## src/include/xbus_irq_defs.svh

```systemverilog
// Register offsets, field positions, reset values and trap constants.
`ifndef XBUS_IRQ_DEFS_SVH
`define XBUS_IRQ_DEFS_SVH

`define XIRQ_ROUTE0_OFS 8'h00
`define XIRQ_ROUTE1_OFS 8'h04
`define XIRQ_ROUTE2_OFS 8'h08
`define XIRQ_ROUTE3_OFS 8'h0c
`define XIRQ_TRAPFLAG_OFS 8'h10
`define XIRQ_TRAPSTAT_OFS 8'h14

`define XIRQ_EN_MSB 15
`define XIRQ_EN_LSB 8
`define XIRQ_FLAG_MSB 7
`define XIRQ_FLAG_LSB 0
`define XIRQ_ROUTE_RST 16'h0000
`define XIRQ_TRAPFLAG_RST 9'h000

`define SRC_CAN_UNIT_1 0
`define SRC_CAN_UNIT_2 1
`define SRC_I2C_RX 2
`define SRC_I2C_TX 3
`define SRC_I2C_ERR 4
`define SRC_SYNC_SERIAL_UNIT_1_RX 5
`define SRC_SYNC_SERIAL_UNIT_1_TX 6
`define SRC_SYNC_SERIAL_UNIT_1_ERR 7
`define SRC_ASYNC_SERIAL_UNIT_1_RX 8
`define SRC_ASYNC_SERIAL_UNIT_1_TX 9
`define SRC_ASYNC_SERIAL_UNIT_1_TBUF 10
`define SRC_ASYNC_SERIAL_UNIT_1_ERR 11
`define SRC_PLL_OWD 12
`define SRC_PWM2_CH3 13
`define SRC_COUNT 14

`define TF_NMI 0
`define TF_STACK_OVERFLOW_FLAG 1
`define TF_STACK_UNDERFLOW_FLAG 2
`define TF_B_LSB 3
`define TF_B_MSB 8

`define TRAP_RESET_LOC 24'h000000
`define TRAP_NMI_LOC 24'h000008
`define TRAP_STO_LOC 24'h000010
`define TRAP_STU_LOC 24'h000018
`define TRAP_B_LOC 24'h000028
`define TRAP_RESET_NUM 8'h00
`define TRAP_NMI_NUM 8'h02
`define TRAP_STO_NUM 8'h04
`define TRAP_STU_NUM 8'h06
`define TRAP_B_NUM 8'h0a
`define TRAP_ILVL_MAX 4'hf
`define TRAP_ILVL_MIN 4'h0

`define AXI_RESP_OKAY 2'b00
`define AXI_RESP_SLVERR 2'b10

`endif

```

## src/include/xbus_irq_pkg.sv

```systemverilog
// Types shared by the extension-bus interrupt multiplexer and trap arbiter.
package xbus_irq_pkg;
	typedef enum logic [3:0] {
		LVL_NONE = 4'b0001,
		LVL_B = 4'b0010,
		LVL_A = 4'b0100,
		LVL_RST = 4'b1000
	} trap_lvl_t;
	typedef logic [13:0] src_vec_t;
	typedef logic [7:0] route_byte_t;
endpackage

```

## src/include/trap_req_if.sv

```systemverilog
// Carrier between the register block and the trap priority arbiter.
`timescale 1ns/1ps
interface trap_req_if;
	import xbus_irq_pkg::*;
	logic evReset;
	logic [2:0] evA;
	logic evB;
	logic taken;
	logic done;
	logic valid;
	logic [23:0] vector;
	logic [7:0] number;
	trap_lvl_t level;
	logic busy;
	modport regs (output evReset, evA, evB, taken, done,
		input valid, vector, number, level, busy);
	modport arb (input evReset, evA, evB, taken, done,
		output valid, vector, number, level, busy);
endinterface

```

## src/design/trap_prio_arbiter.sv

```systemverilog
// Hardware trap priority arbiter with a small preemption stack.
`timescale 1ns/1ps
`include "xbus_irq_defs.svh"
module trap_prio_arbiter (
	input wire logic clk,
	input wire logic rstn,
	input wire logic ce,
	trap_req_if.arb tr
);
	import xbus_irq_pkg::*;

	logic pendRst;
	logic [2:0] pendA;
	logic pendB;
	trap_lvl_t cur;
	trap_lvl_t saved [0:1];
	logic [1:0] sp;
	trap_lvl_t topLvl;
	logic [2:0] topA;
	logic [2:0] presA;
	logic takeNow;

	always_comb begin
		topA = 3'b000;
		if (pendA[0])
			topA = 3'b001;
		else if (pendA[1])
			topA = 3'b010;
		else if (pendA[2])
			topA = 3'b100;
		if (pendRst)
			topLvl = LVL_RST;
		else if (|pendA)
			topLvl = LVL_A;
		else if (pendB)
			topLvl = LVL_B;
		else
			topLvl = LVL_NONE;
	end

	assign takeNow = tr.taken && tr.valid;

	// Hardware reset leaves a reset service pending; events win over clears.
	always_ff @(posedge clk or negedge rstn) begin
		if (!rstn) begin
			pendRst <= 1'b1;
			pendA <= 3'b000;
			pendB <= 1'b0;
		end else if (ce) begin
			pendRst <= (pendRst && !(takeNow && tr.level == LVL_RST))
				|| tr.evReset;
			pendA <= (pendA & ~((takeNow && tr.level == LVL_A) ? presA :
				3'b000)) | tr.evA;
			pendB <= (pendB && !(takeNow && tr.level == LVL_B)) || tr.evB;
		end
	end

	// Only a strictly higher class is offered while a service runs.
	always_ff @(posedge clk or negedge rstn) begin
		if (!rstn) begin
			tr.valid <= 1'b0;
			tr.level <= LVL_NONE;
			tr.vector <= `TRAP_RESET_LOC;
			tr.number <= `TRAP_RESET_NUM;
			presA <= 3'b000;
		end else if (ce) begin
			tr.valid <= (topLvl > cur) && !takeNow;
			tr.level <= topLvl;
			presA <= topA;
			case (topLvl)
				LVL_RST: begin
					tr.vector <= `TRAP_RESET_LOC;
					tr.number <= `TRAP_RESET_NUM;
				end
				LVL_A: begin
					tr.vector <= topA[0] ? `TRAP_NMI_LOC :
						topA[1] ? `TRAP_STO_LOC : `TRAP_STU_LOC;
					tr.number <= topA[0] ? `TRAP_NMI_NUM :
						topA[1] ? `TRAP_STO_NUM : `TRAP_STU_NUM;
				end
				LVL_B: begin
					tr.vector <= `TRAP_B_LOC;
					tr.number <= `TRAP_B_NUM;
				end
				default: begin
					tr.vector <= `TRAP_RESET_LOC;
					tr.number <= `TRAP_RESET_NUM;
				end
			endcase
		end
	end

	// Only two levels, idle included, are saved below the running one.
	always_ff @(posedge clk or negedge rstn) begin
		if (!rstn) begin
			cur <= LVL_NONE;
			saved[0] <= LVL_NONE;
			saved[1] <= LVL_NONE;
			sp <= 2'd0;
			tr.busy <= 1'b0;
		end else if (ce) begin
			if (takeNow) begin
				cur <= tr.level;
				if (sp < 2'd2) begin
					saved[sp[0]] <= cur;
					sp <= sp + 2'd1;
				end
				tr.busy <= 1'b1;
			end else if (tr.done && cur != LVL_NONE) begin
				if (sp != 2'd0) begin
					cur <= saved[sp[0] ^ 1'b1];
					sp <= sp - 2'd1;
					tr.busy <= saved[sp[0] ^ 1'b1] != LVL_NONE;
				end else begin
					cur <= LVL_NONE;
					tr.busy <= 1'b0;
				end
			end
		end
	end
endmodule

```

## src/design/xbus_irq_mux.sv

```systemverilog
// Extension-bus interrupt routing registers, trap flags and AXI4-Lite slave.
// Function
// - Four 16-bit routing registers, one per shared vector, same structure.
// - Upper byte holds per-source enables gating the shared vector.
// - Lower byte holds per-source flags recording peripheral events.
// - Vector requests when any source has both flag and enable set.
// - Flags set on events even while the enable bit is clear.
// - Serial, I2C and CAN sources route to vectors per fixed table.
// - PLL/oscillator watchdog to vector 3; pulse unit ch3 to 2 and 3.
// - All resets use location 0, trap 0, highest priority.
// - Class A traps: second level, own vectors 08h, 10h, 18h.
// - Class B traps share location 28h, trap 0Ah, lowest level.
// - CPU priority forced to 15 while any trap is serviced.
// - Each hardware trap except reset sets its own bit in the trap flag register.
// - Trap service blocks standard interrupts; only higher traps preempt.
//
// The AXI4-Lite register port and the register offsets were left to the implementer.
`timescale 1ns/1ps
`include "xbus_irq_defs.svh"
module xbus_irq_mux #(
	parameter int ADDR_W = 8
) (
	input wire logic clk,
	input wire logic rstn,
	input wire logic ce,
	input wire logic [ADDR_W-1:0] s_axi_awaddr,
	input wire logic s_axi_awvalid,
	output logic s_axi_awready,
	input wire logic [31:0] s_axi_wdata,
	input wire logic [3:0] s_axi_wstrb,
	input wire logic s_axi_wvalid,
	output logic s_axi_wready,
	output logic [1:0] s_axi_bresp,
	output logic s_axi_bvalid,
	input wire logic s_axi_bready,
	input wire logic [ADDR_W-1:0] s_axi_araddr,
	input wire logic s_axi_arvalid,
	output logic s_axi_arready,
	output logic [31:0] s_axi_rdata,
	output logic [1:0] s_axi_rresp,
	output logic s_axi_rvalid,
	input wire logic s_axi_rready,
	input wire xbus_irq_pkg::src_vec_t srcEvent,
	input wire logic swResetEvent,
	input wire logic watchdogOverflowEvent,
	input wire logic nmiEvent,
	input wire logic stackOverflowEvent,
	input wire logic stackUnderflowEvent,
	input wire logic [5:0] classBEvent,
	input wire logic trapTaken,
	input wire logic trapDone,
	output logic [3:0] sharedVector,
	output logic trapValid,
	output logic [23:0] trapVector,
	output logic [7:0] trapNumber,
	output xbus_irq_pkg::trap_lvl_t trapLevel,
	output logic trapBusy,
	output logic cpuPriorityForce,
	output logic [3:0] cpuPriorityLevel
);
	import xbus_irq_pkg::*;

	localparam logic [2:0] IDX_NONE = 3'd7;

	logic [15:0] route [0:3];
	logic [8:0] trapFlag;
	logic [ADDR_W-1:0] wrAddr;
	logic [31:0] wrData;
	logic [3:0] wrStrb;
	logic doWrite;
	logic [2:0] wrIdx;
	logic [2:0] rdIdx;
	logic [31:0] next_rdata;
	logic [8:0] trapEvents;
	trap_req_if tr ();

	// Bit position of each source inside a vector's byte.
	function automatic route_byte_t routeEvents(input logic [1:0] vec,
		input src_vec_t ev);
		route_byte_t r;
		r = 8'h00;
		case (vec)
			2'd0: r[0] = ev[`SRC_CAN_UNIT_1];
			2'd1: r[0] = ev[`SRC_CAN_UNIT_2];
			2'd2: r[0] = ev[`SRC_PWM2_CH3];
			default: r[0] = ev[`SRC_CAN_UNIT_1];
		endcase
		if (vec != 2'd3) begin
			r[1] = ev[`SRC_I2C_RX];
			r[2] = ev[`SRC_I2C_TX];
			r[3] = ev[`SRC_SYNC_SERIAL_UNIT_1_RX];
			r[4] = ev[`SRC_SYNC_SERIAL_UNIT_1_TX];
			r[5] = ev[`SRC_ASYNC_SERIAL_UNIT_1_RX];
			r[6] = ev[`SRC_ASYNC_SERIAL_UNIT_1_TX];
			r[7] = ev[`SRC_ASYNC_SERIAL_UNIT_1_TBUF];
		end else begin
			r[1] = ev[`SRC_CAN_UNIT_2];
			r[2] = ev[`SRC_I2C_ERR];
			r[3] = ev[`SRC_SYNC_SERIAL_UNIT_1_ERR];
			r[4] = ev[`SRC_ASYNC_SERIAL_UNIT_1_ERR];
			r[5] = ev[`SRC_PLL_OWD];
			r[6] = ev[`SRC_PWM2_CH3];
		end
		return r;
	endfunction

	// Register index for a byte address, IDX_NONE when unmapped.
	function automatic logic [2:0] regIndex(input logic [ADDR_W-1:0] a);
		logic [2:0] idx;
		idx = IDX_NONE;
		if ((a >> 8) == '0) begin
			case (a[7:0])
				`XIRQ_ROUTE0_OFS: idx = 3'd0;
				`XIRQ_ROUTE1_OFS: idx = 3'd1;
				`XIRQ_ROUTE2_OFS: idx = 3'd2;
				`XIRQ_ROUTE3_OFS: idx = 3'd3;
				`XIRQ_TRAPFLAG_OFS: idx = 3'd4;
				`XIRQ_TRAPSTAT_OFS: idx = 3'd5;
				default: idx = IDX_NONE;
			endcase
		end
		return idx;
	endfunction

	// Address and data are taken independently and written once both sit.
	always_ff @(posedge clk or negedge rstn) begin
		if (!rstn) begin
			s_axi_awready <= 1'b1;
			wrAddr <= '0;
		end else if (ce) begin
			if (s_axi_awvalid && s_axi_awready) begin
				s_axi_awready <= 1'b0;
				wrAddr <= s_axi_awaddr;
			end else if (s_axi_bvalid && s_axi_bready) begin
				s_axi_awready <= 1'b1;
			end
		end
	end

	always_ff @(posedge clk or negedge rstn) begin
		if (!rstn) begin
			s_axi_wready <= 1'b1;
			wrData <= 32'h00000000;
			wrStrb <= 4'h0;
		end else if (ce) begin
			if (s_axi_wvalid && s_axi_wready) begin
				s_axi_wready <= 1'b0;
				wrData <= s_axi_wdata;
				wrStrb <= s_axi_wstrb;
			end else if (s_axi_bvalid && s_axi_bready) begin
				s_axi_wready <= 1'b1;
			end
		end
	end

	assign doWrite = !s_axi_awready && !s_axi_wready && !s_axi_bvalid;
	assign wrIdx = regIndex(wrAddr);

	always_ff @(posedge clk or negedge rstn) begin
		if (!rstn) begin
			s_axi_bvalid <= 1'b0;
			s_axi_bresp <= `AXI_RESP_OKAY;
		end else if (ce) begin
			if (doWrite) begin
				s_axi_bvalid <= 1'b1;
				s_axi_bresp <= (wrIdx == IDX_NONE) ? `AXI_RESP_SLVERR :
					`AXI_RESP_OKAY;
			end else if (s_axi_bready) begin
				s_axi_bvalid <= 1'b0;
			end
		end
	end

	// One loop body per vector: the structure is identical for all four.
	for (genvar v = 0; v < 4; v++) begin : g_route
		logic [1:0] vecId;
		route_byte_t ev;
		route_byte_t valid;
		route_byte_t clr;
		logic hit;
		assign vecId = 2'(v);
		assign ev = routeEvents(vecId, srcEvent);
		// Unrouted positions stay zero in both bytes.
		assign valid = routeEvents(vecId, '1);
		assign hit = doWrite && wrIdx == 3'(v);
		// Writing one to a flag clears it.
		assign clr = (hit && wrStrb[0]) ? wrData[7:0] : 8'h00;

		always_ff @(posedge clk or negedge rstn) begin
			if (!rstn) begin
				route[v][`XIRQ_EN_MSB:`XIRQ_EN_LSB] <=
					route_byte_t'(`XIRQ_ROUTE_RST >> `XIRQ_EN_LSB);
			end else if (ce && hit && wrStrb[1]) begin
				route[v][`XIRQ_EN_MSB:`XIRQ_EN_LSB] <=
					wrData[15:8] & valid;
			end
		end

		// Events set flags whatever the enables say, and win over a clear.
		always_ff @(posedge clk or negedge rstn) begin
			if (!rstn) begin
				route[v][`XIRQ_FLAG_MSB:`XIRQ_FLAG_LSB] <=
					route_byte_t'(`XIRQ_ROUTE_RST);
			end else if (ce) begin
				route[v][`XIRQ_FLAG_MSB:`XIRQ_FLAG_LSB] <=
					(route[v][`XIRQ_FLAG_MSB:`XIRQ_FLAG_LSB] & ~clr)
					| ev;
			end
		end

		// Standard requests are held back while a trap runs.
		always_ff @(posedge clk or negedge rstn) begin
			if (!rstn) begin
				sharedVector[v] <= 1'b0;
			end else if (ce) begin
				sharedVector[v] <= |(route[v][`XIRQ_EN_MSB:`XIRQ_EN_LSB]
					& route[v][`XIRQ_FLAG_MSB:`XIRQ_FLAG_LSB])
					&& !tr.busy;
			end
		end
	end

	assign trapEvents = {classBEvent, stackUnderflowEvent,
		stackOverflowEvent, nmiEvent};

	// Each trap leaves its own sticky bit; resets leave none.
	always_ff @(posedge clk or negedge rstn) begin
		if (!rstn) begin
			trapFlag <= `XIRQ_TRAPFLAG_RST;
		end else if (ce) begin
			trapFlag <= (trapFlag & ~((doWrite && wrIdx == 3'd4 &&
				wrStrb[0]) ? {wrStrb[1] & wrData[8], wrData[7:0]} :
				9'h000)) | trapEvents;
		end
	end

	assign rdIdx = regIndex(s_axi_araddr);

	always_comb begin
		next_rdata = 32'h00000000;
		case (rdIdx)
			3'd0: next_rdata[15:0] = route[0];
			3'd1: next_rdata[15:0] = route[1];
			3'd2: next_rdata[15:0] = route[2];
			3'd3: next_rdata[15:0] = route[3];
			3'd4: next_rdata[8:0] = trapFlag;
			3'd5: begin
				next_rdata[0] = tr.busy;
				next_rdata[1] = tr.valid;
				next_rdata[7:4] = tr.level;
				next_rdata[15:8] = tr.number;
			end
			default: next_rdata = 32'h00000000;
		endcase
	end

	always_ff @(posedge clk or negedge rstn) begin
		if (!rstn) begin
			s_axi_arready <= 1'b1;
			s_axi_rvalid <= 1'b0;
			s_axi_rdata <= 32'h00000000;
			s_axi_rresp <= `AXI_RESP_OKAY;
		end else if (ce) begin
			if (s_axi_arvalid && s_axi_arready) begin
				s_axi_arready <= 1'b0;
				s_axi_rvalid <= 1'b1;
				s_axi_rdata <= next_rdata;
				s_axi_rresp <= (rdIdx == IDX_NONE) ? `AXI_RESP_SLVERR :
					`AXI_RESP_OKAY;
			end else if (s_axi_rvalid && s_axi_rready) begin
				s_axi_arready <= 1'b1;
				s_axi_rvalid <= 1'b0;
			end
		end
	end

	assign tr.evReset = swResetEvent || watchdogOverflowEvent;
	assign tr.evA = {stackUnderflowEvent, stackOverflowEvent, nmiEvent};
	assign tr.evB = |classBEvent;
	assign tr.taken = trapTaken;
	assign tr.done = trapDone;

	trap_prio_arbiter u_arb (
		.clk(clk),
		.rstn(rstn),
		.ce(ce),
		.tr(tr)
	);

	// Trap outputs are re-timed here so every port leaves a local flop.
	always_ff @(posedge clk or negedge rstn) begin
		if (!rstn) begin
			trapValid <= 1'b0;
			trapVector <= `TRAP_RESET_LOC;
			trapNumber <= `TRAP_RESET_NUM;
			trapLevel <= LVL_NONE;
			trapBusy <= 1'b0;
		end else if (ce) begin
			trapValid <= tr.valid && !trapTaken;
			trapVector <= tr.vector;
			trapNumber <= tr.number;
			trapLevel <= tr.level;
			trapBusy <= tr.busy;
		end
	end

	// The priority force follows the service flag with one flop of delay.
	always_ff @(posedge clk or negedge rstn) begin
		if (!rstn) begin
			cpuPriorityForce <= 1'b0;
			cpuPriorityLevel <= `TRAP_ILVL_MIN;
		end else if (ce) begin
			cpuPriorityForce <= tr.busy;
			cpuPriorityLevel <= tr.busy ? `TRAP_ILVL_MAX : `TRAP_ILVL_MIN;
		end
	end
endmodule

```

## config.mk

```make
export PLATFORM = sky130hd
export DESIGN_NAME = xbus_irq_mux
export DESIGN_NICKNAME = d
export VERILOG_FILES = /design/src/include/xbus_irq_pkg.sv /design/src/include/trap_req_if.sv /design/src/design/trap_prio_arbiter.sv /design/src/design/xbus_irq_mux.sv
export VERILOG_INCLUDE_DIRS = /design/src /design/src/include
export SDC_FILE = /design/constraint.sdc
export NUM_CORES = 1
export LEC_CHECK = 0
export BUFFER_PORTS_ARGS = -buffer_cell sky130_fd_sc_hd__buf_2
export CAP_MARGIN = 20
export CORE_ASPECT_RATIO = 0.9
export CORE_MARGIN = 1
export CORE_UTILIZATION = 49
export CTS_CLUSTER_SIZE = 12
export DETAILED_ROUTE_END_ITERATION = 12
export PLACE_DENSITY = 0.77
export SYNTH_ARGS = -nofsm -noshare
export SYNTH_HDL_FRONTEND = slang
export SYNTH_SLANG_ARGS = --single-unit
export TNS_END_PERCENT = 1
```

## constraint.sdc

```tcl
create_clock -name clk -period 1.75 [get_ports clk]
set_input_delay 0 -clock clk [delete_from_list [all_inputs] [get_ports clk]]
set_output_delay 0 -clock clk [all_outputs]
set_load 0.02 [all_outputs]
```

## Word level (Yosys, flattened, before mapping)

Cells that the tools add are included.

- Register bits: 229
- Input port bits: 87
- Output and inout port bits: 88
- Logic and storage cells: 235

- Add/sub/neg operators: 2
- Order comparisons: 5
- Eq/ne operators: 29
- Mux-type cells: 52
- Bitwise operators: 26
- Reduce and logical (&&, ||, !) cells: 78

Operators by type and width:

| cell | number |
|---|---|
| AND 8 bit | 7 |
| one-hot mux 24 bit (2 select lines) | 1 |
| 2-to-1 mux 4 bit | 11 |
| 2-to-1 mux 8 bit | 5 |
| logical AND 1 bit | 39 |
| one-hot mux 3 bit (6 select lines) | 2 |
| one-hot mux 7 bit (5 select lines) | 1 |
| equality test 8 x 4 -> 1 bit, second input constant | 4 |
| equality test 8 x 5 -> 1 bit, second input constant | 4 |
| inverter 8 bit | 4 |
| OR reduction 8 bit | 4 |
| one-hot mux 5 bit (6 select lines) | 1 |
| 2-to-1 mux 24 bit | 1 |
| bitwise OR 8 bit | 3 |
| AND reduction 2 bit | 9 |
| equality test 8 x 3 -> 1 bit, second input constant | 2 |
| zero test 8 bit | 2 |
| 2-to-1 mux 2 bit | 8 |
| one-hot mux 8 bit (2 select lines) | 1 |
| equality test 3 bit, second input constant | 5 |
| nonzero test 2 bit | 7 |
| equality test 3 x 2 -> 1 bit, second input constant | 4 |
| 2-to-1 mux 1 bit | 12 |
| 2-to-1 mux 3 bit | 4 |
| 35 further kinds | 51 |

## Logic depth before layout (Yosys ltp)

Gate-level depths: netlist of run 1.

- Depth in word-level cells: 9
- Depth in mapped cells: 12
- Mapped depth without buffers: 8

## Cells and area by module

From an unflattened synthesis of run 1, not the netlist that was laid out.

- Cells, all modules: 821
- Area total of the unflattened synthesis: 9411.5 um^2

By module, submodules not included:

| module | times used | cells each | area each (um^2) | seq. area each (um^2) |
|---|---|---|---|---|
| xbus_irq_mux | 1 | 661 | 7667.4 | 4083.9 |
| trap_prio_arbiter | 1 | 160 | 1744.2 | 782.0 |

## Worst setup path after synthesis of run 1

No wires, ideal clock.

- Path kind: input -> register
- From: input s_axi_araddr[3]
- To: register s_axi_rdata[6]
- Setup time: 0.094 ns
- Data arrival time: 2.279 ns
- Required time: 1.656 ns
- Slack: -0.623 ns
- Cell stages on the path: 12
- Buffers on the path: 4
- Cells stage by stage: buf_2 -> nor3_2 -> clkbuf_1 -> nand3_1 -> ha_1 -> buf_2 -> nor4b_2 -> buf_2 -> a22oi_1 -> o21ai_0 -> a211oi_1 -> a211oi_1

- Word-level cells in the longest chain between the ends: 4
- Elaborated cells between the ends (all ways): 14
- Classes of those cells: eq/ne: 10; mux: 2; reduce/logical: 2

RTL lines:

| item | RTL line | RTL |
|---|---|---|
| start: declaration | xbus_irq_mux.sv:36 | `input wire logic [ADDR_W-1:0] s_axi_araddr,` |
| equality test 8 x 5 -> 1 bit (tied with other cells) | xbus_irq_mux.sv:112 | `case (a[7:0])` |
| one-hot mux 3 bit (6 select lines) (*) | xbus_irq_mux.sv:112 |  |
| equality test 3 bit (tied with other cells) | xbus_irq_mux.sv:241 | `case (rdIdx)` |
| one-hot mux 5 bit (6 select lines) (*) | xbus_irq_mux.sv:241 |  |
| end signal: assignment | xbus_irq_mux.sv:267 | `s_axi_rdata <= next_rdata;` |
| end: declaration | xbus_irq_mux.sv:39 | `output logic [31:0] s_axi_rdata,` |

Every way passes the cells marked *; elsewhere a longest branch is shown, timed or not.
A chain may end at the register's enable or synchronous reset.

## Worst setup path in the final report of run 1

- From: register s_axi_awready
- To: register route[57] in the netlist's numbering

- Word-level cells in the longest chain between the ends: 6

RTL lines:

| item | RTL line | RTL |
|---|---|---|
| start: declaration | xbus_irq_mux.sv:28 | `output logic s_axi_awready,` |
| start signal: assignment | xbus_irq_mux.sv:128 | `s_axi_awready <= 1'b1;` |
| start signal: assignment | xbus_irq_mux.sv:132 | `s_axi_awready <= 1'b0;` |
| start signal: assignment | xbus_irq_mux.sv:135 | `s_axi_awready <= 1'b1;` |
| zero test 1 bit | xbus_irq_mux.sv:156 | `assign doWrite = !s_axi_awready && !s_axi_wready && !s_axi_bvalid;` |
| logical AND 1 bit (2 in a row) | xbus_irq_mux.sv:156 |  |
| logical AND 1 bit | xbus_irq_mux.sv:185 | `assign hit = doWrite && wrIdx == 3'(v);` |
| logical AND 1 bit (2 in a row) | xbus_irq_mux.sv:193 | `end else if (ce && hit && wrStrb[1]) begin` |
| end signal: indexed assignment | xbus_irq_mux.sv:191 | `` route[v][`XIRQ_EN_MSB:`XIRQ_EN_LSB] <= `` |
| end signal: indexed assignment | xbus_irq_mux.sv:194 | `` route[v][`XIRQ_EN_MSB:`XIRQ_EN_LSB] <= `` |
| end: declaration | xbus_irq_mux.sv:65 | `logic [15:0] route [0:3];` |

No other way between the ends.

==> impl_metrics.yaml, run 1 <==
grt:
  antenna_found_initial: 0
  overflow: 0
  grt_pass1_vias: 6469
  grt_max_degree: 58
  grt_pass1_wl_um: 35400
  grt_util_all_layers_pct: 28.2
worst_setup_path:
  reg2reg_to: "route[57]$_DFFE_PN0P_"
  cp.arrival_ps: 2190
  start_kind: "register"
  r2r_setup_slack_ps: -130
  path_cells: "nor4b_4 > and4b_2 > and3b_4 > nand2_4 > mux2_2"
  reg2reg_depth: 5
  critPathKind: "reg -> reg"
  worstPathRequired_ps: 2060
  timing.rr.start: "s_axi_awready$_DFFE_PN1P_"
  worst-path-max-fanout: 8
  cp_slowest_cell: "dfstp_2"
  max_stage_delay_ps: 380
  endpoint_kind: "register"
yosys:
  ys_seq_elements: 165
  yosys_most_used_dff: "dfrtp_1"
  syn_inst: 734
  yosys_warnings: 0
  ys_async_sr_fraction_pct: 100
  synth_area_um2: 8050
  synth.distinct_cells: 60
  synth.avg_cell_area_um2: 11.0
  yosysSeqAreaShare_pct: 51.4
  synth-edff-count: 0
pwr:
  vdd_drop_max_mv: 1.04
  finalPower_mw: 11.9
  clkPwrFrac_pct: 31.9
  switching_power_mw: 3.77
  p_comb_share_pct: 22.8
  p_int_mw: 8.16
  p_sw_share_pct: 31.6
  pwr-share-seq_pct: 45.3
  p_per_area_nw_per_um2: 1160
  leakagePower_nw: 4.64
drt:
  ant_nets: 0
  avgViaCountPerCell: 5.85
  routed_wl_um: 23000
  wl_per_cell_um: 19.7
  num_vias: 6821
  drc_errors: 0
  drt-pass1-iter-count: 5
  drtIter0Drc: 866
sta:
  worstMarginPinSlew_ps: 651
  drv_slew: 0
  fmax_mhz: 531
  fin_crit_sh_pct: 108
  rsz0062_at_grt: "yes"
  fin_skew_ps: 16.1
  final_hold_viol_count: 0
  finalCriticalPeriod_ps: 1880
  setup_ws_ps: -132
  relSlewSlack_pct: 56.2
  setup_viol: 68
floorplan:
  core_area_um2: 16100
  die_w_um: 137
  die_y_um: 124
  dieArea_um2: 16900
  ioPinCount: 175
  num_rows: 44
  start_util_pct: 50.1
place:
  pre_cts_slack_ps: -248
  dpl.hpwl_um: 16100
  gp_congestion: 0.978
  port-buffer-count: 112
  dp.cells: 1075
final_layout:
  nets: 1037
  layout_common_cells: "156 x dfrtp_1, 111 x buf_2, 79 x mux2_2"
  instances_no_fill: 1165
  area_growth_pct: 28.1
  final_common_cell: "dfrtp_1"
  utilization_pct: 64.2
  drive_above_1_share_pct: 33.6
  antennaDiodeCount: 0
hold_path:
  holdCritStartpoint: "s_axi_awvalid"
  holdPathStages: 3
  worst_hold_path.endpoint: "s_axi_awready$_DFFE_PN1P_"
  hold_class: "in -> reg"
outcome:
  violations: "negative setup slack"
  status: "finished, violations left"
clock_tree:
  clockBufferDepth: 2
  path_clk_slew_ps: 70
  clock_tree.root_cell: "clkbuf_16"
  clk_latency_ps: 440
  cts_tree: "yes"
  cts_buffers: 17
  cts_max_level: 4
  cts.sink_count: 165
job:
  maxCapViolCount: 0
-- routing by layer --
layer / up-vias / GRT usage, % / share of wire (%) / wire, um
li1: 3070 / - / - / -
met1: 3304 / 39.5 / 42 / 9670
met2: 389 / 42.1 / 45 / 10300
met3: 58 / 8.10 / 11 / 2440
met4: 0 / 9.41 / 2.4 / 556
met5: - / 0 / 0 / 0
-- sequential cells by signal, summed over array words and instances, names as in the netlist, 4 cells and up --
signal          cells
route              63
s_axi_rdata        16
sharedVector        4
trapFlag            9
trapLevel           4
u_arb.cur           4
u_arb.saved         8
u_arb.tr.level      4
wrAddr              8
wrData             16
-- metrics by stage --
step                cell area (um2)  hold slack (ps)  setup TNS [ps]
finish                        10300             41.3           -5800
global route                  10300             89.4          -11340
CTS                           10300             57.1           -4430
detailed placement             9080            -7.35           -7630
global placement               9080            -8.29           -5230
floorplan                      8270             -296           -7480
-- power by group through the flow --
stage	sequential (mW)	clock (mW)	combinational, mW
after detailed placement	5.40	0	2.50
after floorplan	5.20	0	1.69
after CTS	5.36	3.83	2.64
after global routing	5.49	3.99	2.97
after global placement	5.38	0	2.44
final	5.41	3.80	2.72
-- cell families after synthesis --
logic type / count (synthesis) / share of synthesized area, %
DFF: 165 / 51.4
muxes: 87 / 12.0
buffers and inverters: 102 / 7.32
and+or+nand+nor: 171 / 11.7
AOI/OAI and AO/OA: 203 / 16.7
other: 1 / 0.0466
adders and majority gates: 5 / 0.777
-- cell type report --
type                            instances  area (um2)
Sequential cell                       165        4140
Clock buffer                           20         447
Tap cell                              207         259
Multi-Input combinational cell        510        3570
Fill cell                            1257        5760
Inverter                               18        67.6
Clock inverter                         12         151
Timing Repair Buffer                  233        1680
-- worst max-delay path: cells and delay by family, from the launching register on --
family | cells | cell delay (ps)
multiplexers | 1 | 300
AND/OR/NAND/NOR | 4 | 1060
flip-flops | 1 | 380
-- worst max path at each step --
stage	start	to	slack, ps
finish	s_axi_awready$_DFFE_PN1P_	route[57]$_DFFE_PN0P_	-130
global route	s_axi_awready$_DFFE_PN1P_	route[54]$_DFFE_PN0P_	-220
CTS	s_axi_wready$_DFFE_PN1P_	route[60]$_DFFE_PN0P_	-130
detailed placement	s_axi_araddr[4]	s_axi_rdata[5]$_DFFE_PN0P_	-250
global placement	s_axi_araddr[4]	s_axi_rdata[7]$_DFFE_PN0P_	-190
floorplan	s_axi_araddr[3]	s_axi_rdata[7]$_DFFE_PN0P_	-310
-- synth_stat cells, types with 3 or more instances --
library cell / count / area [um2]
a211oi_1: 14 / 105
a21oi_1: 37 / 185
a221oi_1: 5 / 43.8
a22o_1: 16 / 140
a22oi_1: 28 / 210
a31oi_1: 35 / 219
a32oi_1: 4 / 35.0
and3_1: 6 / 37.5
and4_1: 3 / 26.3
buf_2: 6 / 30.0
buf_4: 53 / 398
clkbuf_1: 24 / 90.1
dfrtp_1: 156 / 3900
dfstp_2: 9 / 236
ha_1: 5 / 62.6
inv_1: 18 / 67.6
mux2_2: 79 / 890
mux2i_1: 8 / 80.1
nand2_1: 60 / 225
nand2b_1: 5 / 31.3
nand3_1: 16 / 80.1
nand4_1: 8 / 50.1
nor2_1: 30 / 113
nor2b_1: 4 / 25.0
nor3_1: 8 / 40.0
nor4_1: 3 / 18.8
nor4b_2: 3 / 45.0
o21ai_0: 37 / 185
o22ai_1: 5 / 31.3
o31ai_1: 4 / 30.0
or3_1: 3 / 18.8
-- timing repair --
action	in CTS	in global routing
endpoints found under the setup margin	79	85
resized for setup	6	9
setup buffers	0	1
hold buffers	57	0
endpoints found under the hold margin	214	0
pin swaps	2	5
gates cloned	0	0
Power figures use the tool's default switching activity.
==> inputs of run 2 (changes only) <==
--- a/config.mk
+++ b/config.mk
@@ -10,11 +10,12 @@
 export CAP_MARGIN = 20
 export CORE_ASPECT_RATIO = 0.9
 export CORE_MARGIN = 1
-export CORE_UTILIZATION = 49
+export CORE_UTILIZATION = 51
 export CTS_CLUSTER_SIZE = 12
 export DETAILED_ROUTE_END_ITERATION = 12
-export PLACE_DENSITY = 0.77
+export PLACE_DENSITY = 0.78
 export SYNTH_ARGS = -nofsm -noshare
 export SYNTH_HDL_FRONTEND = slang
+export SYNTH_HIERARCHICAL = 1
 export SYNTH_SLANG_ARGS = --single-unit
 export TNS_END_PERCENT = 1
==> run 2 against run 1 <==
Compared with the run above:
- the flow still finishes with violations (negative setup slack)
- via count grew 11%
- critical path depth grew 3
- die area grew 12%
- sequential power grew 18%
- cell area grew 16%
- clock power grew 5.5%
- global-route usage grew 0.25 points
- area after synthesis grew 17%
- combinational power grew 16%
- sequential share of layout area grew 0.53 points
- fmax shrank 10%
- synthesized cell count grew 12%
- largest cell class unchanged
- largest power group unchanged
==> impl_metrics.yaml, run 2 <==
final_layout:
  largestRegisters: "route: 63 flops, trapVector: 24 flops"
  regMostFlops: "route"
  final.fill_count: 1356
  final_area_um2: 12000
  layout_common_cells: "185 x dfrtp_1, 136 x buf_2, 106 x mux2_2"
  drive_above_1_share_pct: 36.9
  nets: 1147
  largest_reg_flops: 63
  seqCellArea_um2: 4870
  multi_input_area_um2: 4080
  antennaDiodeCount: 0
  area_growth_pct: 27.1
  final_common_cell: "dfrtp_1"
pwr:
  vdd_drop_max_mv: 1.06
  switching_power_mw: 4.51
  pwr-share-seq_pct: 47.1
  p_per_area_nw_per_um2: 1130
  clkPwrFrac_pct: 29.6
  p_comb_share_pct: 23.3
  p_int_mw: 9.05
  leakagePower_nw: 5.51
  p_sw_share_pct: 33.2
sta:
  setup_ws_ps: -345
  fmax_mhz: 477
  rsz0062_at_grt: "yes"
  fin_crit_sh_pct: 120
  setup_tns_ps: -18710
  drv_slew: 0
  fin_skew_ps: 8.52
  final_hold_viol_count: 0
  setup_viol: 73
  relSlewSlack_pct: 62.2
  worstMarginPinSlew_ps: 567
  finalCriticalPeriod_ps: 2090
clock_tree:
  cts_max_level: 4
  cts.sink_count: 194
  clock_tree.root_cell: "clkbuf_16"
  path_clk_slew_ps: 70
  clockBufferDepth: 2
  cts_buffers: 17
  cts_tree: "yes"
  clk_latency_ps: 430
floorplan:
  start_util_pct: 52.7
  num_rows: 46
  dieArea_um2: 19000
  ioPinCount: 175
  core_area_um2: 17800
  die_y_um: 131
  die_w_um: 145
worst_setup_path:
  r2r_setup_slack_ps: -340
  critPathKind: "reg -> reg"
  worst-path-max-fanout: 7
  timing.rr.start: "s_axi_wready$_DFFE_PN1P_"
  reg2reg_depth: 8
  endpoint_kind: "register"
  crit_start: "s_axi_wready$_DFFE_PN1P_"
  start_kind: "register"
  worstPathRequired_ps: 2070
  cp.arrival_ps: 2410
  reg2reg_to: "route[53]$_DFFE_PN0P_"
  endpoint: "route[53]$_DFFE_PN0P_"
outcome:
  violations: "negative setup slack"
  status: "finished, violations left"
yosys:
  synthTopCellsByArea: "dfrtp_1 49%, mux2_2 13%, buf_4 4.3%"
  yosysSeqAreaShare_pct: 51.7
  synth_commonest_cells: "185 x dfrtp_1, 106 x mux2_2, 54 x buf_4, 42 x nand2_1, 38 x inv_1"
  ys_async_sr_fraction_pct: 100
  synth.avg_cell_area_um2: 11.5
  synth.top_cell.area_share_pct: 49.2
  syn_inst: 821
  yosys_most_used_dff: "dfrtp_1"
  synth_area_leader_cell: "dfrtp_1"
  ys_seq_elements: 194
  synth.most_common_cell: "dfrtp_1"
  yosys_warnings: 6
  synth_area_um2: 9410
  synth.distinct_cells: 69
  synth-edff-count: 0
place:
  gp_congestion: 0.952
  dpl.hpwl_um: 18400
  pre_cts_slack_ps: -446
  place_area_um2: 10600
  port-buffer-count: 138
grt:
  antenna_found_initial: 0
  grt_pass1_wl_um: 41100
  grt_max_degree: 89
  grt_pass1_vias: 7472
  grt_util_all_layers_pct: 28.5
  overflow: 0
drt:
  drtIter0Drc: 779
  drt-pass1-iter-count: 6
  routed_wl_um: 26200
  avgViaCountPerCell: 5.80
  ant_nets: 0
  num_vias: 7591
  wl_per_cell_um: 20.1
  drc_errors: 0
hold_path:
  holdCritStartpoint: "trapDone"
  hold_class: "in -> reg"
job:
  maxCapViolCount: 0
==> run 2: cell type report <==
type	count	share of cell area, %
Clock buffer	18	3.59
Inverter	39	1.22
Timing Repair Buffer	270	16.4
Sequential cell	194	40.7
Multi-Input combinational cell	533	34.1
Tap cell	240	2.51
Clock inverter	14	1.45
==> run 2: kinds of logic after synthesis <==
kind of cell | count (synthesis) | synth area share [%]
flops | 194 | 51.7
simple gates | 179 | 11.1
fa+ha+maj | 5 | 0.665
mux | 123 | 14.5
compound gates | 182 | 14.2
buf+inv | 136 | 7.76
other cells | 2 | 0.0798
==> run 2: through the flow <==
step                      util, %  power [mW]  cells  hold WS (ps)
after floorplan                 -        8.12    863          -296
after global placement       59.5        9.20   1212          39.8
after detailed placement     59.5        9.31   1212          45.9
after CTS                    66.3        13.4   1302          44.6
after global routing         67.1        14.2   1308           100
final                        67.1        13.6   1308          68.9
==> run 2: critical path, cell delays in order (launching register included) <==
cell	delay (ps)
dfstp_2	370
or4b_4	540
buf_6	150
nor4_4	290
buf_4	180
clkbuf_16	140
buf_6	90
and3_4	160
o21ai_1	60
==> run 2: worst min path at each step <==
| stage | endpoint | slack [ps] | cells past startpoint |
|---|---|---|---|
| after global routing | u_arb/sp[1]$_DFFE_PN0P_ | 100 | 4 |
| after CTS | u_arb/sp[1]$_DFFE_PN0P_ | 40 | 4 |
| after global placement | wrAddr[3]$_DFFE_PN0P_ | 40 | 1 |
| after detailed placement | wrAddr[7]$_DFFE_PN0P_ | 50 | 1 |
| after floorplan | cpuPriorityLevel[2]$_DFFE_PN0P_ | -300 | 0 |
| final | u_arb/sp[1]$_DFFE_PN0P_ | 70 | 4 |
==> run 2: routing by layer <==
metal | global-route usage (%) | share of wire (%)
met1 | 37.8 | 43
met2 | 47.7 | 48
met3 | 6.08 | 7.1
met4 | 7.86 | 2.0
met5 | 0 | 0
==> run 2: power by group through the flow <==
stage	registers, mW	clock network, mW	logic (mW)
floorplan	6.21	0	1.91
global placement	6.36	0	2.84
detailed placement	6.40	0	2.91
CTS	6.33	4.05	3.07
global route	6.48	4.27	3.42
finish	6.39	4.01	3.16
==> run 2: timing repair <==
| item | 4_1_cts | 5_1_grt |
|---|---|---|
| endpoints found under the hold margin | 189 | 0 |
| buffers inserted | 0 | 5 |
| cloned | 0 | 1 |
| pin swaps | 0 | 6 |
| resized for setup | 6 | 21 |
| setup endpoints to repair | 73 | 84 |
| hold buffers | 58 | 0 |
